===== src/logic/mids_consts.svh =====
// Constants of the interpolation mode, command data and main status register bank.
// Assumes inclusion by bare name from the package and from the design modules.
`ifndef MIDS_CONSTS_SVH
`define MIDS_CONSTS_SVH

// ****************************************
// Register word indices
// ****************************************
`define MIDS_WORD_W 3
`define MIDS_OFS_MAIN_STATUS 3'h0
`define MIDS_OFS_INTERP_MODE 3'h5
`define MIDS_OFS_CMD_LOW 3'h6
`define MIDS_OFS_CMD_HIGH 3'h7

// ****************************************
// Widths and reset values
// ****************************************
`define MIDS_REG_W 16
`define MIDS_BYTE_W 8
`define MIDS_OPERAND_W 32
`define MIDS_OPERAND_BYTES 4
`define MIDS_MODE_RESET 16'h0000
`define MIDS_RD_IDLE 16'h0000
`define MIDS_BYTE_ZERO 8'h00

// ****************************************
// Field codes
// ****************************************
`define MIDS_VSPD_NONE 2'h0
`define MIDS_VSPD_TWO_AXIS 2'h1
`define MIDS_ZERO2 2'h0
`define MIDS_ZERO1 1'h0

`endif


===== src/logic/mids_pkg.sv =====
// Types of the interpolation mode, command data and main status register bank.
// Assumes mids_consts.svh is on the include path.
`include "mids_consts.svh"

package mids_pkg;

   // ****************************************
   // Register layouts
   // ****************************************
   typedef enum logic [1:0] {
      VSPD_NONE = 2'b00,
      VSPD_TWO_AXIS = 2'b01,
      VSPD_BAD_A = 2'b10,
      VSPD_BAD_B = 2'b11
   } mids_vector_speed_t;

   typedef enum logic [1:0] {
      MLT_OFF = 2'b00,
      MLT_MAIN = 2'b01,
      MLT_SUB_XY = 2'b10,
      MLT_SUB_X = 2'b11
   } mids_multichip_t;

   typedef struct packed {
      logic patternInterpIrqEnable;
      logic interpIrqEnable;
      logic commandSingleStepEnable;
      logic externalSingleStepEnable;
      mids_multichip_t multichipRole;
      mids_vector_speed_t vectorSpeedSelect;
      logic [7:0] reservedLow;
   } mids_mode_t;

   typedef struct packed {
      logic unusedTop;
      logic [1:0] patternStackCount;
      logic [2:0] circleZone;
      logic nextNodeReady;
      logic interpDrivingFlag;
      logic [1:0] zeroUpper;
      logic [1:0] axisErrorFlag;
      logic [1:0] zeroLower;
      logic [1:0] axisDrivingFlag;
   } mids_status_t;

   // Per-axis causes that feed the error summary
   typedef struct packed {
      logic [6:0] errorBits;
      logic [3:0] stopCause;
   } mids_axis_err_t;

   typedef enum logic [1:0] {
      DRV_IDLE = 2'b00,
      DRV_PULSE = 2'b01,
      DRV_SETTLE = 2'b10
   } mids_drive_state_t;

endpackage


===== src/logic/mids_operand_store.sv =====
// Byte-wide store of the 32-bit command operand with a registered output.
// Assumes the owner supplies per-byte write enables and lane data.
`timescale 1ns/1ns
`include "mids_consts.svh"

module mids_operand_store #(
   parameter int BYTES = `MIDS_OPERAND_BYTES
) (
   // Clock
   input logic clk,
   // Write side
   input logic [BYTES-1:0] byteWrite,
   input logic [BYTES*`MIDS_BYTE_W-1:0] laneData,
   // Operand out
   output logic [BYTES*`MIDS_BYTE_W-1:0] operandOut
);

   // ****************************************
   // Storage
   // ****************************************
   // No reset here: contents keep their last written value through reset
   logic [`MIDS_BYTE_W-1:0] mem_q [BYTES];
   logic [`MIDS_BYTE_W-1:0] mem_d [BYTES];
   logic [BYTES*`MIDS_BYTE_W-1:0] operand_d;
   logic [BYTES*`MIDS_BYTE_W-1:0] operand_q;

   always_comb begin
      operand_d = '0;
      for (int i = 0; i < BYTES; i++) begin
         mem_d[i] = byteWrite[i] ? laneData[i*`MIDS_BYTE_W +: `MIDS_BYTE_W] : mem_q[i];
         operand_d[i*`MIDS_BYTE_W +: `MIDS_BYTE_W] = mem_d[i];
      end
   end

   always_ff @(posedge clk) begin
      for (int i = 0; i < BYTES; i++) begin
         mem_q[i] <= mem_d[i];
      end
      operand_q <= operand_d;
   end

   assign operandOut = operand_q;

endmodule // mids_operand_store


===== src/logic/mids_regs.sv =====
// Interpolation mode, command data and main status registers of a two-axis controller.
// Assumes a host port with one-cycle strobes and status inputs synchronous to clk.
//
// The strobed register port and the placing of the registers were left to the implementer.
`timescale 1ns/1ns
`include "mids_consts.svh"

module mids_regs
   import mids_pkg::*;
#(
   parameter int ADDR_W = `MIDS_WORD_W + 1,
   parameter int AXES = 2
) (
   // Clock and reset
   input logic clk,
   input logic sys_rst,
   // Host register port
   input logic [ADDR_W-1:0] busAddr,
   input logic [`MIDS_REG_W-1:0] busWrData,
   input logic busWr,
   input logic busRd,
   input logic busByteMode,
   output logic [`MIDS_REG_W-1:0] busRdData,
   // Axis drive status from the pulse generators
   input logic [AXES-1:0] axisPulseActive,
   input logic [AXES-1:0] servoInPositionUse,
   input logic [AXES-1:0] servoInPositionInput,
   input mids_axis_err_t [AXES-1:0] axisErrorStatus,
   // Interpolator status
   input logic interpPulseActive,
   input logic nextNodeReady,
   input logic [2:0] circleZone,
   input logic [1:0] patternStackCounter,
   input logic interpIrqEvent,
   input logic patternIrqEvent,
   // Single-step sources
   input logic singleStepPulseInput,
   input logic singleStepCommand,
   // Configuration to the interpolator
   output mids_mode_t interpolationMode,
   output logic constantVectorSpeedOn,
   output mids_multichip_t multichipRole,
   output logic interpStepAdvance,
   output logic interpIrqRequest,
   output logic patternIrqRequest,
   // Command operand
   output logic signed [`MIDS_OPERAND_W-1:0] commandOperandBits
);

   // ****************************************
   // Address decode
   // ****************************************
   // Word index: in byte mode the lowest address bit picks the byte lane
   function automatic logic [`MIDS_WORD_W-1:0] wordIndex(input logic [ADDR_W-1:0] addr, input logic byteMode);
      wordIndex = byteMode ? addr[`MIDS_WORD_W:1] : addr[`MIDS_WORD_W-1:0];
   endfunction

   // Lane enables of one word: bit 0 low byte, bit 1 high byte
   function automatic logic [1:0] laneEnable(input logic [ADDR_W-1:0] addr, input logic byteMode);
      if (!byteMode) begin
         laneEnable = 2'h3;
      end else begin
         laneEnable = addr[0] ? 2'h2 : 2'h1;
      end
   endfunction

   logic [`MIDS_WORD_W-1:0] wrWord;
   logic [1:0] wrLanes;
   logic [`MIDS_REG_W-1:0] wrLaneData;
   logic [`MIDS_WORD_W-1:0] rdWord;
   logic [1:0] rdLanes;

   always_comb begin
      wrWord = wordIndex(busAddr, busByteMode);
      wrLanes = laneEnable(busAddr, busByteMode);
      rdWord = wordIndex(busAddr, busByteMode);
      rdLanes = laneEnable(busAddr, busByteMode);
      // Byte data arrives on the low lane and is mirrored to the high lane
      wrLaneData = busByteMode ? {busWrData[`MIDS_BYTE_W-1:0], busWrData[`MIDS_BYTE_W-1:0]} : busWrData;
   end

   // ****************************************
   // Interpolation mode register
   // ****************************************
   mids_mode_t mode_d;
   mids_mode_t mode_q;
   logic [`MIDS_REG_W-1:0] modeMerged;

   always_comb begin
      modeMerged = mode_q;
      if (wrLanes[0]) begin
         modeMerged[`MIDS_BYTE_W-1:0] = wrLaneData[`MIDS_BYTE_W-1:0];
      end
      if (wrLanes[1]) begin
         modeMerged[`MIDS_REG_W-1:`MIDS_BYTE_W] = wrLaneData[`MIDS_REG_W-1:`MIDS_BYTE_W];
      end
      mode_d = mode_q;
      if (busWr && wrWord == `MIDS_OFS_INTERP_MODE) begin
         mode_d = mids_mode_t'(modeMerged);
         // Low byte is reserved and always holds zero
         mode_d.reservedLow = `MIDS_BYTE_ZERO;
      end
   end

   always_ff @(posedge clk) begin
      if (sys_rst) begin
         mode_q <= mids_mode_t'(`MIDS_MODE_RESET);
      end else begin
         mode_q <= mode_d;
      end
   end

   assign interpolationMode = mode_q;
   // Invalid codes fall back to no constant vector speed
   assign constantVectorSpeedOn = (mode_q.vectorSpeedSelect == VSPD_TWO_AXIS);
   assign multichipRole = mode_q.multichipRole;

   // ****************************************
   // Command data registers
   // ****************************************
   // Each byte stores on its own strobe, so write order does not matter
   logic [`MIDS_OPERAND_BYTES-1:0] operandByteWrite;
   logic [`MIDS_OPERAND_W-1:0] operandStored;

   always_comb begin
      operandByteWrite = '0;
      if (busWr && wrWord == `MIDS_OFS_CMD_LOW) begin
         operandByteWrite[1:0] = wrLanes;
      end
      if (busWr && wrWord == `MIDS_OFS_CMD_HIGH) begin
         operandByteWrite[3:2] = wrLanes;
      end
   end

   mids_operand_store #(
      .BYTES(`MIDS_OPERAND_BYTES)
   ) operandStore (
      .clk(clk),
      .byteWrite(operandByteWrite),
      .laneData({wrLaneData, wrLaneData}),
      .operandOut(operandStored)
   );

   // Left unreset on purpose; the store has no reset port
   assign commandOperandBits = $signed(operandStored);

   // ****************************************
   // Axis driving flags
   // ****************************************
   // A servo axis holds its flag until the drive reports in-position
   mids_drive_state_t [AXES-1:0] drv_d;
   mids_drive_state_t [AXES-1:0] drv_q;
   logic [AXES-1:0] drivingFlag;

   always_comb begin
      drv_d = drv_q;
      for (int a = 0; a < AXES; a++) begin
         unique case (drv_q[a])
            DRV_IDLE: begin
               if (axisPulseActive[a]) begin
                  drv_d[a] = DRV_PULSE;
               end
            end
            DRV_PULSE: begin
               if (!axisPulseActive[a]) begin
                  if (servoInPositionUse[a] && !servoInPositionInput[a]) begin
                     drv_d[a] = DRV_SETTLE;
                  end else begin
                     drv_d[a] = DRV_IDLE;
                  end
               end
            end
            DRV_SETTLE: begin
               if (axisPulseActive[a]) begin
                  drv_d[a] = DRV_PULSE;
               end else if (!servoInPositionUse[a] || servoInPositionInput[a]) begin
                  drv_d[a] = DRV_IDLE;
               end
            end
            default: begin
               drv_d[a] = DRV_IDLE;
            end
         endcase
      end
   end

   always_ff @(posedge clk) begin
      if (sys_rst) begin
         for (int a = 0; a < AXES; a++) begin
            drv_q[a] <= DRV_IDLE;
         end
      end else begin
         drv_q <= drv_d;
      end
   end

   always_comb begin
      for (int a = 0; a < AXES; a++) begin
         drivingFlag[a] = (drv_q[a] != DRV_IDLE);
      end
   end

   // ****************************************
   // Main status snapshot
   // ****************************************
   mids_status_t status_d;
   mids_status_t status_q;

   always_comb begin
      status_d = '0;
      status_d.unusedTop = `MIDS_ZERO1;
      status_d.zeroUpper = `MIDS_ZERO2;
      status_d.zeroLower = `MIDS_ZERO2;
      for (int a = 0; a < AXES; a++) begin
         status_d.axisErrorFlag[a] = (|axisErrorStatus[a].errorBits) | (|axisErrorStatus[a].stopCause);
      end
      status_d.axisDrivingFlag = drivingFlag;
      status_d.interpDrivingFlag = interpPulseActive;
      status_d.nextNodeReady = nextNodeReady;
      status_d.circleZone = circleZone;
      // 3 full, 2 one word free, 1 two free, 0 empty and finished
      status_d.patternStackCount = patternStackCounter;
   end

   always_ff @(posedge clk) begin
      if (sys_rst) begin
         status_q <= '0;
      end else begin
         status_q <= status_d;
      end
   end

   // ****************************************
   // Read port
   // ****************************************
   // Write-only registers and unmapped words read as zero
   logic [`MIDS_REG_W-1:0] rdWordData;
   logic [`MIDS_REG_W-1:0] rdData_d;
   logic [`MIDS_REG_W-1:0] rdData_q;

   always_comb begin
      rdWordData = (rdWord == `MIDS_OFS_MAIN_STATUS) ? status_q : `MIDS_RD_IDLE;
      rdData_d = `MIDS_RD_IDLE;
      if (busRd) begin
         unique case (rdLanes)
            2'h1: rdData_d = {`MIDS_BYTE_ZERO, rdWordData[`MIDS_BYTE_W-1:0]};
            2'h2: rdData_d = {`MIDS_BYTE_ZERO, rdWordData[`MIDS_REG_W-1:`MIDS_BYTE_W]};
            2'h3: rdData_d = rdWordData;
            default: rdData_d = `MIDS_RD_IDLE;
         endcase
      end
   end

   always_ff @(posedge clk) begin
      if (sys_rst) begin
         rdData_q <= `MIDS_RD_IDLE;
      end else begin
         rdData_q <= rdData_d;
      end
   end

   assign busRdData = rdData_q;

   // ****************************************
   // Single step and interrupt gating
   // ****************************************
   // Only the rising edge counts, so a held pulse input gives one step
   logic stepIn_d;
   logic stepIn_q;
   logic step_d;
   logic step_q;
   logic interpIrq_d;
   logic interpIrq_q;
   logic patternIrq_d;
   logic patternIrq_q;

   always_comb begin
      stepIn_d = singleStepPulseInput;
      step_d = (mode_q.externalSingleStepEnable && singleStepPulseInput && !stepIn_q)
         || (mode_q.commandSingleStepEnable && singleStepCommand);
      interpIrq_d = mode_q.interpIrqEnable && interpPulseActive && interpIrqEvent;
      patternIrq_d = mode_q.patternInterpIrqEnable && interpPulseActive && patternIrqEvent;
   end

   always_ff @(posedge clk) begin
      if (sys_rst) begin
         stepIn_q <= 1'b0;
         step_q <= 1'b0;
         interpIrq_q <= 1'b0;
         patternIrq_q <= 1'b0;
      end else begin
         stepIn_q <= stepIn_d;
         step_q <= step_d;
         interpIrq_q <= interpIrq_d;
         patternIrq_q <= patternIrq_d;
      end
   end

   assign interpStepAdvance = step_q;
   assign interpIrqRequest = interpIrq_q;
   assign patternIrqRequest = patternIrq_q;

endmodule // mids_regs


===== config.mk =====
export PLATFORM = sky130hd
export DESIGN_NAME = mids_regs
export DESIGN_NICKNAME = d
export VERILOG_FILES = /design/src/logic/mids_pkg.sv /design/src/logic/mids_operand_store.sv /design/src/logic/mids_regs.sv
export VERILOG_INCLUDE_DIRS = /design/src /design/src/logic
export SDC_FILE = /design/constraint.sdc
export NUM_CORES = 1
export LEC_CHECK = 0
export BUFFER_PORTS_ARGS = -buffer_cell sky130_fd_sc_hd__buf_4
export CORE_UTILIZATION = 48
export CTS_BUF_LIST = sky130_fd_sc_hd__clkbuf_4
export CTS_CLUSTER_DIAMETER = 80
export DETAILED_ROUTE_END_ITERATION = 10
export GPL_TIMING_DRIVEN = 0
export PLACE_DENSITY = 0.82
export SYNTH_ARGS = -nofsm -noshare
export SYNTH_HDL_FRONTEND = slang
export SYNTH_SLANG_ARGS = --single-unit

===== constraint.sdc =====
create_clock -name clk -period 2.31 [get_ports clk]
set_input_delay 0.3465 -clock clk [delete_from_list [all_inputs] [get_ports clk]]
set_output_delay 0.3465 -clock clk [all_outputs]
set_load 0.005 [all_outputs]

==> flow_summary_export.csv <==
group,metric,value,unit
timing,setup_tns,0,ns
setup_path,critical_path.startpoint,"busByteMode",
yosys,synth_async_sr_flop_share,0,%
power_and_ir_drop,leak,1.76,nW
status,result_of_the_run,"finished, final reports clean",
placement,port_buffers,122,
cells_and_area,antennaDiodeCount,0,
routing,post_route_drc_violation_count,0,
placement,post-place-cells,439,
global_route,grt_antenna_before_repair,0,
cells_and_area,design_area,4020,um2
routing,dr.pass1.iters,4,
power_and_ir_drop,clock_power_share,35.0,%
yosys,number_of_synthesized_flops_with_an_enable_pin,32,
timing,timing.final.max_slew_violations,0,
global_route,grt_max_degree,17,
timing,final_critical_path_setup_slack,0.582,ns
setup_path,cp.arrival,1.97,ns
placement,routabilityCongestion,0.770,
timing,final_min_period_over_clock_period,74.8,%
setup_path,critPathLaunchType,"primary input",
cts,post_cts.repair.setup_buffers,0,
cts,cts.clk_slew.worst_paths,0.11,ns
timing,max_freq,579,MHz
global_route,first_pass_grt_wire_length,9710,um
routing,drt.antenna.violating_nets,0,
global_route,gr-total-overflow,0,
cts,number_of_buffers_inserted_during_clock_tree_synthesis,9,
cells_and_area,design.final.nets,442,
power_and_ir_drop,p_int,1.98,mW
timing,max-slew-margin-rel,18.4,%
power_and_ir_drop,power.switching_fraction,20.5,%
cts,clock_tree.htree_level_count,3,
routing,route.vias.total,2158,
timing,finalSetupViolations,0,
power_and_ir_drop,seq_power_share,55.6,%
placement,pre_cts_slack,0.180,ns
placement,placed_area,3860,um2
floorplan,fp.dieW,78.7,um
yosys,synth_warnings,0,
yosys,synthFlopType,"dfxtp_1",
routing,vias_per_cell,4.74,
yosys,netlist_instances,236,
yosys,postSynthAreaPerCell,12.0,um2
cts,post_cts.resized_instances,0,
floorplan,chipHeight,78.7,um
setup_path,cp_data_required_time,2.56,ns
yosys,synth_seq_area_share,63.1,%
power_and_ir_drop,ir_drop,0.000437,V
global_route,grt_pass1_vias,2038,
floorplan,total_die_area,6190,um2
setup_path,regToRegStartpoint,"interpolationMode[13]",
global_route,groute.usage.overall,20.7,%
timing,rsz0062_at_grt,"no",
floorplan,floorplan.rows,27,
floorplan,core_region_area,5570,um2
setup_path,end_kind,"flop",
timing,post-route-min-period,1.73,ns
power_and_ir_drop,netSwitchingPower,0.510,mW
cells_and_area,stdcell_count,455,
routing,drt_wl_total,6170,um
floorplan,start_util,50.6,%
worst_hold_path,hold_class,"primary input to flop",
power_and_ir_drop,comb_power_share,9.4,%
routing,detail_route.iter0.violations,140,
floorplan,num_io_pins,134,
placement,place_hpwl,4800,um
timing,worst_clock_skew,0.0111,ns
setup_path,worst-path-max-fanout,16,
power_and_ir_drop,power.density,619,nW/um2
yosys,syn_area,2820,um2
cells_and_area,layout_cells_sized_above_1,42.8,%
timing,holdWs,0.170,ns
timing,total_count_of_hold_check_failures_in_the_final_report,0,
timing,max_slew.worst_pin.slew,1.22,ns
yosys,ys_seq_elements,73,
worst_hold_path,min_from,"circleZone[2]",
job,maxCapViolations,0,
cts,clock_tree.buffer_depth,2,
cts,cts.root.buffer_cell,"clkbuf_4",
cts,post_cts_hold_buffer_count,0,
cts,cts.sink_count,73,
cts,clk-insertion-delay-late,0.38,ns
yosys,synth.distinct_cells,36,
cts,tritoncts,"built",
routing,post_drt_wl_per_cell,13.6,um
cells_and_area,area_delta_synth_final,42.5,%
setup_path,path_class,"primary input to flop",
final timing paths:
check,endpoint,slack (ns),depth (start not counted)
min,status_q[12],0.17,2
max,operandStore.operandOut[18],0.58,5
min reg2reg,busRdData[10],0.46,1
max reg2reg,interpolationMode[13],1.46,2
cell usage in the layout, fill, tap and decap left out, drive strengths merged, types with 4 or more instances in the layout:
cell / Yosys / layout
buf: 17 / 139
dfxtp: 41 / 41
nor2: 34 / 34
edfxtp: 32 / 32
and2: 26 / 26
nor2b: 19 / 19
clkbuf: 4 / 16
conb: 1 / 10
mux2i: 8 / 8
mux2: 8 / 8
inv: 4 / 4
nor4: 4 / 4
a22oi: 4 / 4
per-layer routing:
metal / global-route usage (%) / wire, um / share of wire, % / up-vias
met2: 33.9 / 3080 / 50 / 93
met4: 10.4 / 116 / 1.9 / 0
met3: 4.77 / 459 / 7.4 / 10
met1: 25.6 / 2510 / 41 / 985
met5: 0 / 0 / 0 / -
li1: - / - / - / 1070
registers in the layout, summed over array words and instances, names as in the netlist:
name                     cells
operandStore.operandOut     32
busRdData                   14
status_q                    11
interpolationMode            6
drv_q                        4
multichipRole                2
interpIrqRequest             1
interpStepAdvance            1
patternIrqRequest            1
stepIn_q                     1
cell type report:
class	count	area [um2]
multi-input combinational	147	931
sequential	73	1780
buffer	21	129
inverter	4	15.0
timing repair buffer	122	916
clock buffer	12	90.1
clock inverter	4	68.8
fill	429	1550
tap	72	90.1
cell usage after synthesis, types with 4 or more instances:
master | count | area, um2
inv_1 | 4 | 15.0
a22oi_1 | 4 | 30.0
nor2_1 | 34 | 128
edfxtp_1 | 32 | 961
mux2i_1 | 8 | 80.1
dfxtp_1 | 41 | 821
buf_4 | 12 | 90.1
clkbuf_1 | 4 | 15.0
buf_2 | 4 | 20.0
and2_1 | 26 | 163
nor2b_1 | 19 | 119
mux2_2 | 8 | 90.1
nor4_1 | 4 | 25.0
power groups by stage:
stage	Combinational [mW]	Sequential, mW	Clock (mW)
CTS	0.234	1.38	0.890
floorplan	0.0930	1.41	0
global placement	0.228	1.41	0
finish	0.233	1.38	0.872
global route	0.254	1.39	0.957
detailed placement	0.233	1.41	0
kinds of logic after synthesis:
logic type	share of synthesized area [%]
other cells	0.133
xor+xnor	0.621
simple gates	21.3
compound gates	3.72
mux	6.03
buf+inv	5.10
flops	63.1
worst max-delay path: stages:
cell	delay (ns)
buf_4	0.11
buf_2	0.16
nand2b_1	0.15
a21oi_1	0.95
and2_1	0.25
per-stage QoR:
step                      power, mW  utilization, %
after floorplan                1.51               -
after global placement         1.64            69.3
after detailed placement       1.65            69.3
after CTS                      2.51            72.1
after global routing           2.60            72.1
final                          2.49            72.1
Power figures use the tool's default switching activity.
